--- src/tmc_regs.vh ---
// Purpose: register offsets, field positions, reset values for the timer mode control block
// Assumes: word-addressed plain register port, 32-bit data
// Notes: offsets of the status/clear/enable registers are local choices
`ifndef TMC_REGS_VH
`define TMC_REGS_VH
`define TMC_ADDR_W 4
`define TMC_OFS_MODE 4'h0
`define TMC_OFS_PRSC 4'h1
`define TMC_OFS_CNT1 4'h2
`define TMC_OFS_CNT2 4'h3
`define TMC_OFS_CRA 4'h4
`define TMC_OFS_CRB 4'h5
`define TMC_OFS_PEND 4'h6
`define TMC_OFS_IRQ_STAT 4'h7
`define TMC_OFS_IRQ_CLR 4'h8
`define TMC_OFS_IRQ_EN 4'h9
`define TMC_B_MODE_LO 0
`define TMC_B_MODE_HI 1
`define TMC_B_AEDG 2
`define TMC_B_BEDG 3
`define TMC_B_AEN 4
`define TMC_B_BEN 5
`define TMC_B_AOUT 6
`define TMC_B_EN 7
`define TMC_B_PTEN 8
`define TMC_MODE_W 9
`define TMC_MODE_RST 9'h000
`define TMC_MD_PWM 2'h0
`define TMC_MD_CAPT2 2'h1
`define TMC_MD_DUAL 2'h2
`define TMC_MD_SINGLE 2'h3
`define TMC_PRESET_VAL 16'hFFFF
`define TMC_IRQ_W 3
`define TMC_EV_PRESET 0
`define TMC_EV_BEDGE 1
`define TMC_EV_TICK 2
`endif

--- src/tmc_timer_mode_control.v ---
// Purpose: mode control, pin configuration and prescaler of a multifunction timer
// Assumes: one 10 MHz clock, pins synchronised here, register port with read data one cycle later
// Notes: counters here are minimal holders so presets and write blocking are observable
//
// The register addresses and the strobed register port were left to the implementer.
`timescale 1ns/100ps
`default_nettype none
`include "tmc_regs.vh"
module tmc_timer_mode_control #(
  parameter CNT_W = 16,
  parameter PRSC_W = 8
) (
  // clock and reset
  input wire clk_i,
  input wire sys_rst_i,
  // register port
  input wire [`TMC_ADDR_W-1:0] addr_i,
  input wire [31:0] wdata_i,
  input wire wr_i,
  input wire rd_i,
  output reg [31:0] rdata_o,
  // timer pins
  input wire pin_a_i,
  output reg pin_a_o,
  output reg pin_a_oe_n_o,
  input wire pin_b_i,
  // status towards the rest of the timer
  output reg timer_tick_o,
  output reg pulse_train_active_o,
  output reg [1:0] mode_o,
  output reg irq_o
);

  reg [`TMC_MODE_W-1:0] mode_ctrl;
  reg [PRSC_W-1:0] clock_prescaler_value;
  reg [PRSC_W-1:0] prsc_cnt;
  reg [CNT_W-1:0] counter_one;
  reg [CNT_W-1:0] counter_two;
  reg [CNT_W-1:0] capture_reload_a;
  reg [CNT_W-1:0] capture_reload_b;
  reg [3:0] interrupt_pending_bits;
  reg [`TMC_IRQ_W-1:0] irq_stat;
  reg [`TMC_IRQ_W-1:0] irq_en;
  reg pin_a_s1, pin_a_s2, pin_a_s3;
  reg pin_b_s1, pin_b_s2, pin_b_s3;
  reg [`TMC_MODE_W-1:0] next_mode_ctrl;
  reg [PRSC_W-1:0] next_prsc_cnt;
  reg [`TMC_IRQ_W-1:0] next_irq_stat;
  reg [31:0] next_rdata;
  reg next_pin_a;
  reg next_pin_a_oe_n;
  wire timer_unit_enable;
  wire [1:0] operating_mode_select;
  wire pin_a_enable;
  wire pin_b_input_enable;
  wire pin_b_edge_polarity;
  wire pin_a_output_value;
  wire pwm_drive;
  wire pin_a_edge;
  wire pin_b_trig;
  wire preset_ev;
  wire tick;
  wire [`TMC_IRQ_W-1:0] ev_vec;
  wire wr_mode;
  wire wr_prsc;
  wire wr_cnt1;
  wire wr_cnt2;
  wire wr_cra;
  wire wr_crb;
  wire wr_pend;
  wire wr_irq_clr;
  wire wr_irq_en;

  function hit;
    input [`TMC_ADDR_W-1:0] a;
    input [`TMC_ADDR_W-1:0] ofs;
    begin
      hit = wr_i && (a == ofs);
    end
  endfunction

  // edge of the selected polarity: rising when pol is 1, falling when 0
  function edge_match;
    input pol;
    input now;
    input prev;
    begin
      edge_match = pol ? (now & ~prev) : (~now & prev);
    end
  endfunction

  assign operating_mode_select = mode_ctrl[`TMC_B_MODE_HI:`TMC_B_MODE_LO];
  assign pin_b_edge_polarity = mode_ctrl[`TMC_B_BEDG];
  assign pin_a_enable = mode_ctrl[`TMC_B_AEN];
  assign pin_b_input_enable = mode_ctrl[`TMC_B_BEN];
  assign pin_a_output_value = mode_ctrl[`TMC_B_AOUT];
  assign timer_unit_enable = mode_ctrl[`TMC_B_EN];

  // write decode, one strobe per writable register (none for the read-only status)
  assign wr_mode = hit(addr_i, `TMC_OFS_MODE);
  assign wr_prsc = hit(addr_i, `TMC_OFS_PRSC);
  assign wr_cnt1 = hit(addr_i, `TMC_OFS_CNT1);
  assign wr_cnt2 = hit(addr_i, `TMC_OFS_CNT2);
  assign wr_cra = hit(addr_i, `TMC_OFS_CRA);
  assign wr_crb = hit(addr_i, `TMC_OFS_CRB);
  assign wr_pend = hit(addr_i, `TMC_OFS_PEND);
  assign wr_irq_clr = hit(addr_i, `TMC_OFS_IRQ_CLR);
  assign wr_irq_en = hit(addr_i, `TMC_OFS_IRQ_EN);

  // pwm drive only when enabled and not in dual-input capture
  assign pwm_drive = timer_unit_enable && pin_a_enable &&
                     (operating_mode_select != `TMC_MD_CAPT2);
  assign pin_a_edge = pin_a_s2 ^ pin_a_s3;
  assign preset_ev = timer_unit_enable && pin_a_enable && pin_a_edge &&
                     (operating_mode_select == `TMC_MD_CAPT2);
  assign pin_b_trig = timer_unit_enable && pin_b_input_enable &&
                      edge_match(pin_b_edge_polarity, pin_b_s2, pin_b_s3);
  assign tick = timer_unit_enable && (prsc_cnt == clock_prescaler_value);
  assign ev_vec = {tick, pin_b_trig, preset_ev};

  // pin a synchroniser, third stage only feeds the edge detector
  always @(posedge clk_i or posedge sys_rst_i) begin
    if (sys_rst_i) begin
      pin_a_s1 <= 1'b0;
      pin_a_s2 <= 1'b0;
      pin_a_s3 <= 1'b0;
    end else begin
      pin_a_s1 <= pin_a_i;
      pin_a_s2 <= pin_a_s1;
      pin_a_s3 <= pin_a_s2;
    end
  end

  // pin b synchroniser, third stage only feeds the edge detector
  always @(posedge clk_i or posedge sys_rst_i) begin
    if (sys_rst_i) begin
      pin_b_s1 <= 1'b0;
      pin_b_s2 <= 1'b0;
      pin_b_s3 <= 1'b0;
    end else begin
      pin_b_s1 <= pin_b_i;
      pin_b_s2 <= pin_b_s1;
      pin_b_s3 <= pin_b_s2;
    end
  end

  // mode control next value; a software write beats the hardware copy
  always @* begin
    next_mode_ctrl = mode_ctrl;
    if (wr_mode) begin
      next_mode_ctrl = wdata_i[`TMC_MODE_W-1:0];
    end else if (pwm_drive && pin_a_edge) begin
      // copy only on a pin change, so the driven level cannot chase itself
      next_mode_ctrl[`TMC_B_AOUT] = pin_a_s2;
    end
  end

  // mode control register
  always @(posedge clk_i or posedge sys_rst_i) begin
    if (sys_rst_i) begin
      mode_ctrl <= `TMC_MODE_RST;
    end else begin
      mode_ctrl <= next_mode_ctrl;
    end
  end

  // prescaler count, cleared while disabled and after each tick
  always @* begin
    if (!timer_unit_enable || tick) begin
      next_prsc_cnt = {PRSC_W{1'b0}};
    end else begin
      next_prsc_cnt = prsc_cnt + 1'b1;
    end
  end

  // prescaler
  always @(posedge clk_i or posedge sys_rst_i) begin
    if (sys_rst_i) begin
      clock_prescaler_value <= {PRSC_W{1'b0}};
      prsc_cnt <= {PRSC_W{1'b0}};
    end else begin
      if (wr_prsc) begin
        clock_prescaler_value <= wdata_i[PRSC_W-1:0];
      end
      prsc_cnt <= next_prsc_cnt;
    end
  end

  // counter and capture/reload holders
  always @(posedge clk_i or posedge sys_rst_i) begin
    if (sys_rst_i) begin
      counter_one <= {CNT_W{1'b0}};
      counter_two <= {CNT_W{1'b0}};
      capture_reload_a <= {CNT_W{1'b0}};
      capture_reload_b <= {CNT_W{1'b0}};
      interrupt_pending_bits <= 4'h0;
    end else if (!timer_unit_enable) begin
      interrupt_pending_bits <= 4'h0;
    end else begin
      if (preset_ev) begin
        counter_one <= `TMC_PRESET_VAL;
      end else if (wr_cnt1) begin
        counter_one <= wdata_i[CNT_W-1:0];
      end
      if (wr_cnt2) begin
        counter_two <= wdata_i[CNT_W-1:0];
      end
      if (wr_cra) begin
        capture_reload_a <= wdata_i[CNT_W-1:0];
      end
      if (wr_crb) begin
        capture_reload_b <= wdata_i[CNT_W-1:0];
      end
      if (wr_pend) begin
        interrupt_pending_bits <= wdata_i[3:0];
      end
    end
  end

  // status next value, set wins over clear
  always @* begin
    next_irq_stat = irq_stat | ev_vec;
    if (wr_irq_clr) begin
      next_irq_stat = (irq_stat & ~wdata_i[`TMC_IRQ_W-1:0]) | ev_vec;
    end
  end

  // interrupt status and enable
  always @(posedge clk_i or posedge sys_rst_i) begin
    if (sys_rst_i) begin
      irq_stat <= {`TMC_IRQ_W{1'b0}};
      irq_en <= {`TMC_IRQ_W{1'b0}};
    end else begin
      if (wr_irq_en) begin
        irq_en <= wdata_i[`TMC_IRQ_W-1:0];
      end
      irq_stat <= next_irq_stat;
    end
  end

  // pin a direction and drive value; input unless the pwm path owns it
  always @* begin
    next_pin_a_oe_n = 1'b1;
    next_pin_a = 1'b0;
    if (pwm_drive) begin
      next_pin_a_oe_n = 1'b0;
      next_pin_a = pin_a_output_value;
    end
  end

  // registered outputs
  always @(posedge clk_i or posedge sys_rst_i) begin
    if (sys_rst_i) begin
      pin_a_o <= 1'b0;
      pin_a_oe_n_o <= 1'b1;
      timer_tick_o <= 1'b0;
      pulse_train_active_o <= 1'b0;
      mode_o <= 2'h0;
      irq_o <= 1'b0;
    end else begin
      pin_a_o <= next_pin_a;
      pin_a_oe_n_o <= next_pin_a_oe_n;
      timer_tick_o <= tick;
      pulse_train_active_o <= timer_unit_enable && mode_ctrl[`TMC_B_PTEN] &&
                              (operating_mode_select == `TMC_MD_PWM);
      mode_o <= operating_mode_select;
      irq_o <= |(irq_stat & irq_en);
    end
  end

  // read mux, zero unless a read strobe is present
  always @* begin
    next_rdata = 32'h00000000;
    if (rd_i) begin
      case (addr_i)
        `TMC_OFS_MODE: next_rdata = {{(32-`TMC_MODE_W){1'b0}}, mode_ctrl};
        `TMC_OFS_PRSC: next_rdata = {{(32-PRSC_W){1'b0}}, clock_prescaler_value};
        `TMC_OFS_CNT1: next_rdata = {{(32-CNT_W){1'b0}}, counter_one};
        `TMC_OFS_CNT2: next_rdata = {{(32-CNT_W){1'b0}}, counter_two};
        `TMC_OFS_CRA: next_rdata = {{(32-CNT_W){1'b0}}, capture_reload_a};
        `TMC_OFS_CRB: next_rdata = {{(32-CNT_W){1'b0}}, capture_reload_b};
        `TMC_OFS_PEND: next_rdata = {28'h0000000, interrupt_pending_bits};
        `TMC_OFS_IRQ_STAT: next_rdata = {{(32-`TMC_IRQ_W){1'b0}}, irq_stat};
        `TMC_OFS_IRQ_EN: next_rdata = {{(32-`TMC_IRQ_W){1'b0}}, irq_en};
        default: next_rdata = 32'h00000000;
      endcase
    end
  end

  // read data, one cycle after the strobe
  always @(posedge clk_i or posedge sys_rst_i) begin
    if (sys_rst_i) begin
      rdata_o <= 32'h00000000;
    end else begin
      rdata_o <= next_rdata;
    end
  end

endmodule
`default_nettype wire

--- config.mk ---
export PLATFORM = sky130hd
export DESIGN_NAME = tmc_timer_mode_control
export DESIGN_NICKNAME = d
export VERILOG_FILES = /design/src/tmc_timer_mode_control.v
export VERILOG_INCLUDE_DIRS = /design/src
export SDC_FILE = /design/constraint.sdc
export NUM_CORES = 1
export LEC_CHECK = 0
export BUFFER_PORTS_ARGS = -buffer_cell sky130_fd_sc_hd__buf_4
export CAP_MARGIN = 40
export CORE_MARGIN = 4
export CORE_UTILIZATION = 55
export CTS_BUF_LIST = sky130_fd_sc_hd__clkbuf_8
export DETAILED_ROUTE_END_ITERATION = 6
export GPL_ROUTABILITY_DRIVEN = 1
export PLACE_DENSITY = 0.88
export SLEW_MARGIN = 20
export SYNTH_ARGS = -nofsm -noshare
export SYNTH_HDL_FRONTEND = slang
export SYNTH_SLANG_ARGS = --single-unit
--- constraint.sdc ---
create_clock -name clk_i -period 7 [get_ports clk_i]
set_input_delay 1.4 -clock clk_i [delete_from_list [all_inputs] [get_ports clk_i]]
set_output_delay 1.4 -clock clk_i [all_outputs]
set_load 0.01 [all_outputs]
==> summary.txt, run 1 <==
Place
  • PortBufs: 48
  • Dpl cells: about 630
  • GP Congestion: around 0.8
  • Placed wire-length estimate: around 8 mm
  • DP Worst Slack: between 3 and 4 ns

GRT
  • Met3 usage: 0.0532
  • First-pass GRT wire length: roughly 21 mm
  • GR Util met1: 0.268
  • Met2 usage: 0.350
  • Pin count of the biggest net entering global routing: roughly 70
  • Initial antenna violation count: 0
  • Grt peak-use layer: met2
  • Total track usage: 0.219
  • Vias in the first global route: between 4000 and 5000
  • GR Overflow Total: 0

Power and ir drop
  • Sw Share: 0.283
  • Comb power frac: 0.165
  • VDD IR-drop max: ~0.13 mV
  • Leak: ~3.1 nW
  • PwrDens: about 300 nW/um^2
  • Clk pwr share: 0.331
  • Reg power frac: 0.504
  • Internal: between 0.001 and 0.0015 W
  • Psw: ~0.00055 W

Yosys
  • Post-Syn Area per Cell: about 12 sq um
  • Mapped Area: between 5000 and 6000 sq um
  • Post-synth EDFFs: 0
  • Seq/Total Area, Yosys: 0.553
  • Synth cell types: 54
  • Yosys Warn Count: 0
  • Synth async-reset ratio: 1.00
  • Post-synthesis register bit count: approximately 130
  • Gate Count Post-Synth: roughly 470
  • Top_reg_cell synth: dfrtp_1

Worst setup path
  • Critical Path AT: 3.61 ns
  • Worst EP required: 7.33 ns
  • Critical Path Start Type: primary input
  • Maximum fanout along the worst path: 21
  • Worst setup EP type: flip-flop
  • Worst R2R Path Depth: 3
  • CP Class: in2reg

Routing
  • Via density: roughly 6
  • DRT antenna net count: 0
  • Routed wire length per instance: between 15 and 20 microns
  • DR DRC count: 0
  • DR iter-0 viols: 478
  • Final wirelength: roughly 13 mm
  • Detailed-route via count: 3930
  • Pre-Repair DR Iteration Count: 5

Timing
  • FMAX: around 300 MHz
  • Final hold violation count: 0
  • Final Critical Period: 3.28 ns
  • Max-slew violations: 0
  • TNS Setup: 0 ns
  • Worst Clk Skew: ~0.0083 ns
  • Unrepaired setup endpoints after global routing: no
  • Final setup viols: 0
  • Fin worst setup slack: 3.72 ns
  • Worst-Margin Slew: between 0.8 and 0.9 ns
  • Relative slew slack: 0.426
  • Period utilization: 0.469

Min path
  • Worst hold path type: reg2reg
  • Hold Path Cell Cnt: 0

Layout
  • Antenna cells: 0
  • Fin cells: 662
  • Fin nets: approximately 560
  • Layout Area Growth over Synthesis: 13.3%
  • Share of layout cells above drive strength 1: 0.327

Clock network
  • H-tree depth: 4
  • CTS Sinks: 128
  • Post-CTS Setup Inserts: 0
  • Cts bufs inserted: 17
  • TritonCTS clock tree: done
  • Max clock buf depth: 2
  • Root Buffer: clkbuf_8
  • PostCTS Resize Cnt: 0
  • Clock slew at reported path FFs: 0.08 ns
  • Post-CTS Hold Buffers: 0
  • Clk_lat worst skew: roughly 0.45 ns

Die
  • Top Ports: between 80 and 90
  • Core Area: approximately 10000 sq um
  • Rows: 37
  • Initial core utilization: 0.564
  • Chip width: about 110 microns
  • Die Y: ~110 microns
  • Die footprint: roughly 12000 sq um

Run
  • Max-cap violations: 0

Status
  • Run status: finished clean
-- Yosys cell counts (2+ instances only) --
master / instances / area, sq um
buf_2: 7 / 35.0
nand3_1: 27 / 135
dfrtp_1: 127 / 3180
mux2i_1: 9 / 90.1
mux2_1: 2 / 22.5
nor3_1: 3 / 15.0
nand2_1: 48 / 180
a22o_1: 4 / 35.0
a221oi_1: 2 / 17.5
a222oi_1: 5 / 50.1
or3_1: 2 / 12.5
a21oi_1: 13 / 65.1
nor2b_1: 8 / 50.1
buf_4: 21 / 158
nor3b_1: 2 / 15.0
mux2_4: 10 / 150
mux2_2: 66 / 743
a31oi_1: 2 / 12.5
nor2_1: 17 / 63.8
nor2_4: 2 / 22.5
o21ai_0: 5 / 25.0
clkbuf_1: 10 / 37.5
xor2_1: 6 / 52.6
buf_6: 5 / 56.3
and3_1: 7 / 43.8
inv_1: 5 / 18.8
xnor2_1: 9 / 78.8
nor4_1: 2 / 12.5
a32oi_1: 2 / 17.5
a22oi_1: 19 / 143
-- cell families after synthesis --
kind of cell,share of synthesized area
AO/OA/AOI/OAI,0.0754
XOR/XNOR,0.0227
adder cells (fa/ha/maj),0.00216
buffers and inverters,0.0559
flip-flops,0.553
multiplexers,0.178
other,0.000647
AND/OR/NAND/NOR,0.113
-- cell type report --
| class | count | area [sq um] |
|---|---|---|
| fill | 733 | 3710 |
| clock buffer | 17 | 234 |
| tap | 136 | 170 |
| sequential | 128 | 3200 |
| inverter | 5 | 21.3 |
| clock inverter | 15 | 171 |
| multi-input combinational | 308 | 2330 |
| timing repair buffer | 53 | 437 |
-- critical path: stages --
cell      delay (ns)
buf_4           0.29
nand2b_4        0.12
nor3_2          0.66
and3_1          0.55
buf_8           0.22
mux2_2          0.35
-- worst paths after layout --
path	start	slack [ns]	to
worst max-delay path	addr_i[2]	3.72	capture_reload_a[14]$_DFFE_PP0P_
worst min-delay path	pin_a_s1$_DFF_PP0_	0.36	pin_a_s2$_DFF_PP0_
worst max register to register	mode_ctrl[7]$_DFFE_PP0P_	4.85	counter_one[11]$_DFFE_PP0P_
worst min register to register	pin_a_s1$_DFF_PP0_	0.36	pin_a_s2$_DFF_PP0_
max in group asynchronous	sys_rst_i	4.83	pin_a_oe_n_o$_DFF_PP1_
min in group asynchronous	sys_rst_i	1.05	rdata_o[14]$_DFF_PP0_
-- cells in the final DEF (no fill, tap or decap), drive strengths merged, types with 8 or more instances in the layout --
cell	instances
mux2	78
clkinv	8
dfrtp	127
nand2	48
nand3	27
conb	16
nor2	19
mux2i	9
nor2b	8
clkbuf	17
buf	53
xnor2	9
and3	8
a22oi	19
a21oi	13
-- flip-flops by register name (all words and copies together) (netlist names), 2 cells and up --
register,cells
capture_reload_a,16
capture_reload_b,16
clock_prescaler_value,8
counter_one,16
counter_two,16
interrupt_pending_bits,4
irq_en,3
irq_stat,3
mode_ctrl,9
mode_o,2
prsc_cnt,8
rdata_o,16
-- per-layer routing --
metal  wire length, microns  part of all wire
met3                    885             0.068
met1                   5190              0.40
met2                   6510              0.50
met5                      0                 0
met4                    473             0.036
-- per-stage QoR --
step | hold slack, ns | utilization | total power [W] | instance area, sq um
2_1_floorplan | 0.331 | - | 0.00121 | 5850
3_3_place_gp | 0.335 | 0.592 | 0.00128 | 6080
3_5_place_dp | 0.339 | 0.594 | 0.00131 | 6100
4_1_cts | 0.356 | 0.633 | 0.00195 | 6510
5_1_grt | 0.367 | 0.639 | 0.00204 | 6570
6_report | 0.356 | 0.639 | 0.00195 | 6570
-- power groups by stage --
| stage | sequential [W] | clock [W] | combinational [W] |
|---|---|---|---|
| finish | 0.000985 | 0.000647 | 0.000322 |
| global route | 0.00100 | 0.000685 | 0.000354 |
| CTS | 0.000982 | 0.000652 | 0.000320 |
| detailed placement | 0.000993 | 0 | 0.000317 |
| global placement | 0.000981 | 0 | 0.000298 |
| floorplan | 0.000962 | 0 | 0.000244 |
No activity file was read; power rests on OpenSTA's default activity.
==> run 2: changes to the inputs <==
clock period = 3.35 ns   (was 7 ns; I/O delays follow)
==> summary.txt, run 2 (synthesized netlist as in run 1, its figures left out) <==
GRT
  • Met3 usage: 0.0597 (was 0.0532)
  • Grt peak-use layer: met2 (unchanged)
  • Total track usage: 0.234 (was 0.219)
  • Met2 usage: 0.377 (was 0.350)
  • GR Util met1: 0.292 (was 0.268)
  • GR Overflow Total: 0 (unchanged)
  • Vias in the first global route: 4361 (was 4127)
  • Initial antenna violation count: 0 (unchanged)
  • First-pass GRT wire length: 22.7 mm (was 21.1 mm)
  • Pin count of the biggest net entering global routing: 129 (was 72)

Routing
  • DR DRC count: 2 (was 0)
  • DRT antenna net count: 0 (unchanged)
  • Final wirelength: 13.9 mm (was 13.1 mm)
  • Routed wire length per instance: 20.8 microns (was 19.7 microns)
  • Detailed-route via count: 4056 (was 3930)
  • Via density: 6.08 (was 5.94)
  • Pre-Repair DR Iteration Count: 7 (was 5)
  • DR iter-0 viols: 455 (was 478)

Clock network
  • Clock slew at reported path FFs: 0.08 ns (about the same)
  • Cts bufs inserted: 17 (unchanged)
  • CTS Sinks: 128 (unchanged)
  • Max clock buf depth: 2 (unchanged)
  • Post-CTS Setup Inserts: 0 (unchanged)
  • TritonCTS clock tree: done (unchanged)
  • Post-CTS Hold Buffers: 0 (unchanged)
  • Root Buffer: clkbuf_8 (unchanged)
  • H-tree depth: 4 (unchanged)
  • Clk_lat worst skew: 0.44 ns (was 0.45 ns)
  • PostCTS Resize Cnt: 0 (unchanged)

Worst setup path
  • Maximum fanout along the worst path: 28 (was 21)
  • Buf/Inv on CP: 2 (unchanged)
  • CP Class: in2reg (unchanged)
  • Worst path max stage delay: 0.40 ns (was 0.66 ns)
  • CP max-delay cell: and3_1 (was nor3_2)
  • Worst setup EP type: flip-flop (unchanged)
  • Critical Path Start Type: primary input (unchanged)
  • Critical Path AT: 2.42 ns (was 3.61 ns)
  • CP dominant cell by count: buf_4
  • Worst EP required: 3.67 ns (was 7.33 ns)
  • CP delay by family, top: simple AND/OR/NAND/NOR gates (unchanged)
  • Worst path cell trace: buf_4, nand2b_1, nor2_4, and3_1, buf_4, mux2_2 (was buf_4, nand2b_4, nor3_2, and3_1, buf_8, mux2_2)

Power and ir drop
  • VDD IR-drop max: 0.287 mV (was 0.134 mV)
  • Sw Share: 0.283 (about the same)
  • Psw: 0.00118 W (was 0.000552 W)
  • Internal: 0.00298 W (was 0.00140 W)
  • PwrDens: 630 nW/um^2 (was 298 nW/um^2)
  • Clk pwr share: 0.336 (was 0.331)
  • Leak: 3.07 nW (was 3.05 nW)
  • Comb power frac: 0.171 (was 0.165)
  • Pwr Total: 0.00416 W (was 0.00195 W)
  • Reg power frac: 0.493 (was 0.504)

Place
  • Dpl cells: 635 (was 627)
  • Placed wire-length estimate: 8.32 mm (was 8.23 mm)
  • PortBufs: 48 (unchanged)
  • GP Congestion: 0.833 (was 0.821)

Layout
  • Filler Cells Inserted: 725 (was 733)
  • Most frequent cells in the layout: dfrtp_1 (127), mux2_2 (66), buf_4 (57) (was dfrtp_1 (127), mux2_2 (66), buf_4 (49))
  • Area taken by multi-input logic gates: 2330 sq um (unchanged)
  • Most common cell after layout, fill and taps aside: dfrtp_1 (unchanged)
  • Storage cell area: 3200 sq um (unchanged)
  • Fin cells: 667 (was 662)
  • Antenna cells: 0 (unchanged)
  • Fin nets: 561 (was 556)
  • Layout Area Growth over Synthesis: 13.9% (was 13.3%)
  • Share of layout cells above drive strength 1: 0.331 (was 0.327)

Timing
  • Final Critical Period: 2.09 ns
  • Relative slew slack: 0.472 (was 0.426)
  • Period utilization: 0.625
  • TNS Setup: 0 ns (unchanged)
  • Final hold violation count: 0 (unchanged)
  • Unrepaired setup endpoints after global routing: no (unchanged)
  • Final setup viols: 0 (unchanged)
  • FMAX: approximately 480 MHz
  • Worst-Margin Slew: 0.783 ns (was 0.857 ns)
  • Max-slew violations: 0 (unchanged)
  • Worst Clk Skew: 0.0113 ns (was 0.00832 ns)
  • Fin Hold WS: 0.333 ns (was 0.356 ns)

Run
  • Max-cap violations: 0 (unchanged)

Status
  • Run status: finished with violations (was finished clean)
  • Violated checks: DRC

Die
  • Die Y: 111 microns (unchanged)
  • Top Ports: 81 (unchanged)
  • Core Area: 10300 sq um (unchanged)
  • Die footprint: 12200 sq um (unchanged)
  • Rows: 37 (unchanged)
  • Chip width: 111 microns (unchanged)
  • Initial core utilization: 0.564 (unchanged)

Min path
  • Worst hold path type: in2reg (was reg2reg)
run 2: per-stage QoR:
stage | setup WS, ns | util | cell area, sq um
floorplan | 1.10 | - | 5850
detailed placement | 0.889 | 0.601 | 6170
finish | 1.26 | 0.642 | 6600
global route | 1.25 | 0.642 | 6600
global placement | 0.911 | 0.600 | 6170
CTS | 1.30 | 0.642 | 6600
run 2: layout make-up:
class / instances / area share
clock buffers: 19 / 0.0396
clock inverters: 13 / 0.0247
inverters: 5 / 0.00341
multi-input cells: 308 / 0.353
flip-flops and latches: 128 / 0.486
well taps: 136 / 0.0258
repair buffers: 58 / 0.0679
run 2: final timing paths:
check                      cells past startpoint                               end                startpoint  slack, ns
max                                            6  capture_reload_b[11]$_DFFE_PP0P_                 addr_i[0]       1.26
min                                            1                pin_a_s1$_DFF_PP0_                   pin_a_i       0.33
max reg2reg                                    4             irq_stat[0]$_DFF_PP0_  mode_ctrl[1]$_DFFE_PP0P_       1.47
min reg2reg                                    0                pin_b_s2$_DFF_PP0_        pin_b_s1$_DFF_PP0_       0.35
max in group asynchronous                      3                pin_b_s1$_DFF_PP0_                 sys_rst_i       2.41
min in group asynchronous                      3             rdata_o[13]$_DFF_PP0_                 sys_rst_i       0.36
run 2: layer usage:
layer  wire length, microns  vias to the layer above
met2                   6940                      228
li1                       -                     1738
met1                   5360                     2035
met5                      0                        -
met3                   1070                       55
met4                    506                        0
run 2: power by group through the flow:
stage	clock network, W	registers (W)	logic (W)
2_1_floorplan	0	0.00201	0.000510
3_3_place_gp	0	0.00204	0.000649
3_5_place_dp	0	0.00206	0.000691
4_1_cts	0.00141	0.00204	0.000709
5_1_grt	0.00148	0.00208	0.000770
6_report	0.00140	0.00205	0.000710
==> run 3: changes to the inputs <==
CORE_UTILIZATION = 54   (was 55)
PLACE_DENSITY = 0.9   (was 0.88)
clock period = 1.8 ns   (was 3.35 ns; I/O delays follow)
==> summary.txt, run 3 (synthesized netlist as in run 1, its figures left out) <==
Timing
  • Fin Hold WS: 0.0353 ns (was 0.333 ns)
  • Final Critical Period: between 1.5 and 2 ns
  • Unrepaired setup endpoints after global routing: no (unchanged)
  • Fin worst setup slack: 0.0882 ns (was 1.26 ns)
  • Relative slew slack: 0.618 (was 0.472)
  • Final setup viols: 0 (unchanged)
  • TNS Setup: 0 ns (unchanged)
  • Worst-Margin Slew: 0.572 ns (was 0.783 ns)
  • Period utilization: 0.951
  • Max-slew violations: 0 (unchanged)
  • FMAX: 584 MHz
  • Final hold violation count: 0 (unchanged)
  • Worst Clk Skew: 0.0104 ns (was 0.0113 ns)

Min path
  • Worst hold path type: in2reg (unchanged)

Die
  • Rows: 37 (unchanged)
  • Core Area: 10400 sq um (was 10300 sq um)
  • Die Y: 112 microns (was 111 microns)
  • Top Ports: 81 (unchanged)
  • Initial core utilization: 0.559 (was 0.564)
  • Chip width: 112 microns (was 111 microns)
  • Die footprint: 12400 sq um (was 12200 sq um)

Layout
  • Fin nets: 584 (was 561)
  • Antenna cells: 0 (unchanged)
  • Most common cell after layout, fill and taps aside: dfrtp_1 (unchanged)
  • Post-Layout Inst Area: 6860 sq um (was 6600 sq um)
  • Share of layout cells above drive strength 1: 0.357 (was 0.331)
  • Most frequent cells in the layout: dfrtp_1 (127), buf_4 (76), mux2_2 (66) (was dfrtp_1 (127), mux2_2 (66), buf_4 (57))
  • Layout Area Growth over Synthesis: 18.3% (was 13.9%)
  • Filler Cells Inserted: 720 (was 725)

Worst setup path
  • CP delay by family, top: simple AND/OR/NAND/NOR gates (unchanged)
  • Critical Path Start Type: flip-flop (was primary input)
  • Critical Path Stages: 4 (was 6)
  • Worst path cell trace: nor2b_1, nand4_1, buf_4, nand3_1 (was buf_4, nand2b_1, nor2_4, and3_1, buf_4, mux2_2)
  • Worst path max stage delay: 0.58 ns (was 0.40 ns)
  • Maximum fanout along the worst path: 11 (was 28)
  • CP Class: reg2reg (was in2reg)
  • Worst EP required: 2.16 ns (was 3.67 ns)
  • Reg2Reg Capture Point: counter_one[8]$_DFFE_PP0P_ (was irq_stat[0]$_DFF_PP0_)
  • Buf/Inv on CP: 1 (was 2)
  • CP max-delay cell: dfrtp_1 (was and3_1)
  • Setup crit start: mode_ctrl[7]$_DFFE_PP0P_ (was addr_i[0])
  • Worst Setup EP: counter_one[8]$_DFFE_PP0P_ (was capture_reload_b[11]$_DFFE_PP0P_)
  • R2r setup slk: 0.09 ns (was 1.47 ns)
  • Worst R2R Path Depth: 4 (unchanged)
  • Critical Path AT: 2.07 ns (was 2.42 ns)
  • Worst setup EP type: flip-flop (unchanged)
  • Reg-to-Reg Start: mode_ctrl[7]$_DFFE_PP0P_ (was mode_ctrl[1]$_DFFE_PP0P_)

Run
  • Max-cap violations: 0 (unchanged)

Place
  • Area post-placement: 6370 sq um (was 6170 sq um)
  • DP Worst Slack: 0.0572 ns (was 0.889 ns)
  • GP Congestion: 0.850 (was 0.833)
  • PortBufs: 48 (unchanged)
  • Placed wire-length estimate: 9.38 mm (was 8.32 mm)

Clock network
  • TritonCTS clock tree: done (unchanged)
  • Clk_lat worst skew: 0.43 ns (was 0.44 ns)
  • Root Buffer: clkbuf_8 (unchanged)
  • Post-CTS Setup Inserts: 0 (unchanged)
  • CTS Sinks: 128 (unchanged)
  • Cts bufs inserted: 17 (unchanged)
  • Clock slew at reported path FFs: 0.07 ns (was 0.08 ns)
  • Max clock buf depth: 2 (unchanged)
  • H-tree depth: 4 (unchanged)
  • Post-CTS Hold Buffers: 1 (was 0)
  • PostCTS Resize Cnt: 0 (unchanged)

Routing
  • Pre-Repair DR Iteration Count: 5 (was 7)
  • DR iter-0 viols: 409 (was 455)
  • Routed wire length per instance: 20.8 microns (about the same)
  • DRT antenna net count: 0 (unchanged)
  • Via density: 6.05 (was 6.08)
  • DR DRC count: 0 (was 2)
  • Final wirelength: 14.4 mm (was 13.9 mm)
  • Detailed-route via count: 4177 (was 4056)

GRT
  • Pin count of the biggest net entering global routing: 30 (was 129)
  • Met3 usage: 0.0734 (was 0.0597)
  • Total track usage: 0.239 (was 0.234)
  • Vias in the first global route: 4545 (was 4361)
  • Met2 usage: 0.391 (was 0.377)
  • GR Overflow Total: 0 (unchanged)
  • GR Util met1: 0.287 (was 0.292)
  • First-pass GRT wire length: 23.4 mm (was 22.7 mm)
  • Initial antenna violation count: 0 (unchanged)
  • Grt peak-use layer: met2 (unchanged)

Power and ir drop
  • VDD IR-drop max: 0.699 mV (was 0.287 mV)
  • Leak: 3.22 nW (was 3.07 nW)
  • PwrDens: 1190 nW/um^2 (was 630 nW/um^2)
  • Pwr Total: 0.00813 W (was 0.00416 W)

Status
  • Run status: finished clean (was finished with violations)
-- run 3: changes by cell type in the layout (fill, tap and decap cells not counted), moves of 2 or more --
cell | previous run | this run
clkinv_2 | 0 | 2
clkbuf_8 | 19 | 17
buf_12 | 1 | 4
bufinv_16 | 3 | 6
buf_4 | 57 | 76
inv_6 | 2 | 0
-- run 3: where the power goes --
group | leakage (nW) | internal [W] | total (W) | switching (W)
sequential | 1.63 | 0.00342 | 0.00383 | 0.000411
clock | 0.233 | 0.00178 | 0.00294 | 0.00116
combinational | 1.36 | 0.000723 | 0.00136 | 0.000638
-- run 3: worst register-to-register path, stage by stage (launching register included) --
cell and delay [ns]:
dfrtp_1 0.58, nor2b_1 0.22, nand4_1 0.40, buf_4 0.35, nand3_1 0.10
-- run 3: layout make-up --
class | count | area, sq um | share of cell area
flip-flops and latches | 128 | 3200 | 0.467
multi-input cells | 308 | 2320 | 0.339
repair buffers | 81 | 661 | 0.0964
clock inverters | 15 | 243 | 0.0354
clock buffers | 17 | 234 | 0.0341
well taps | 136 | 170 | 0.0248
inverters | 5 | 22.5 | 0.00329
-- run 3: how the worst min path moves through the flow --
| stage | slack (ns) | cells past startpoint | startpoint | end |
|---|---|---|---|---|
| global route | 0.001 | 1 | pin_a_i | pin_a_s1$_DFF_PP0_ |
| floorplan | 0.33 | 0 | pin_a_s1$_DFF_PP0_ | pin_a_s2$_DFF_PP0_ |
| global placement | 0.34 | 0 | pin_a_s1$_DFF_PP0_ | pin_a_s2$_DFF_PP0_ |
| CTS | 0.02 | 1 | pin_a_i | pin_a_s1$_DFF_PP0_ |
| finish | 0.04 | 1 | pin_b_i | pin_b_s1$_DFF_PP0_ |
| detailed placement | 0.34 | 0 | pin_b_s1$_DFF_PP0_ | pin_b_s2$_DFF_PP0_ |
-- run 3: through the flow --
step                utilization  cells
floorplan                     -    486
global placement          0.614    657
detailed placement        0.614    657
CTS                       0.661    690
global route              0.661    690
finish                    0.661    690
-- run 3: layer usage --
| layer | up-vias | share of wire |
|---|---|---|
| li1 | 1774 | - |
| met2 | 259 | 0.50 |
| met5 | - | 0 |
| met1 | 2088 | 0.38 |
| met4 | 0 | 0.038 |
| met3 | 56 | 0.081 |
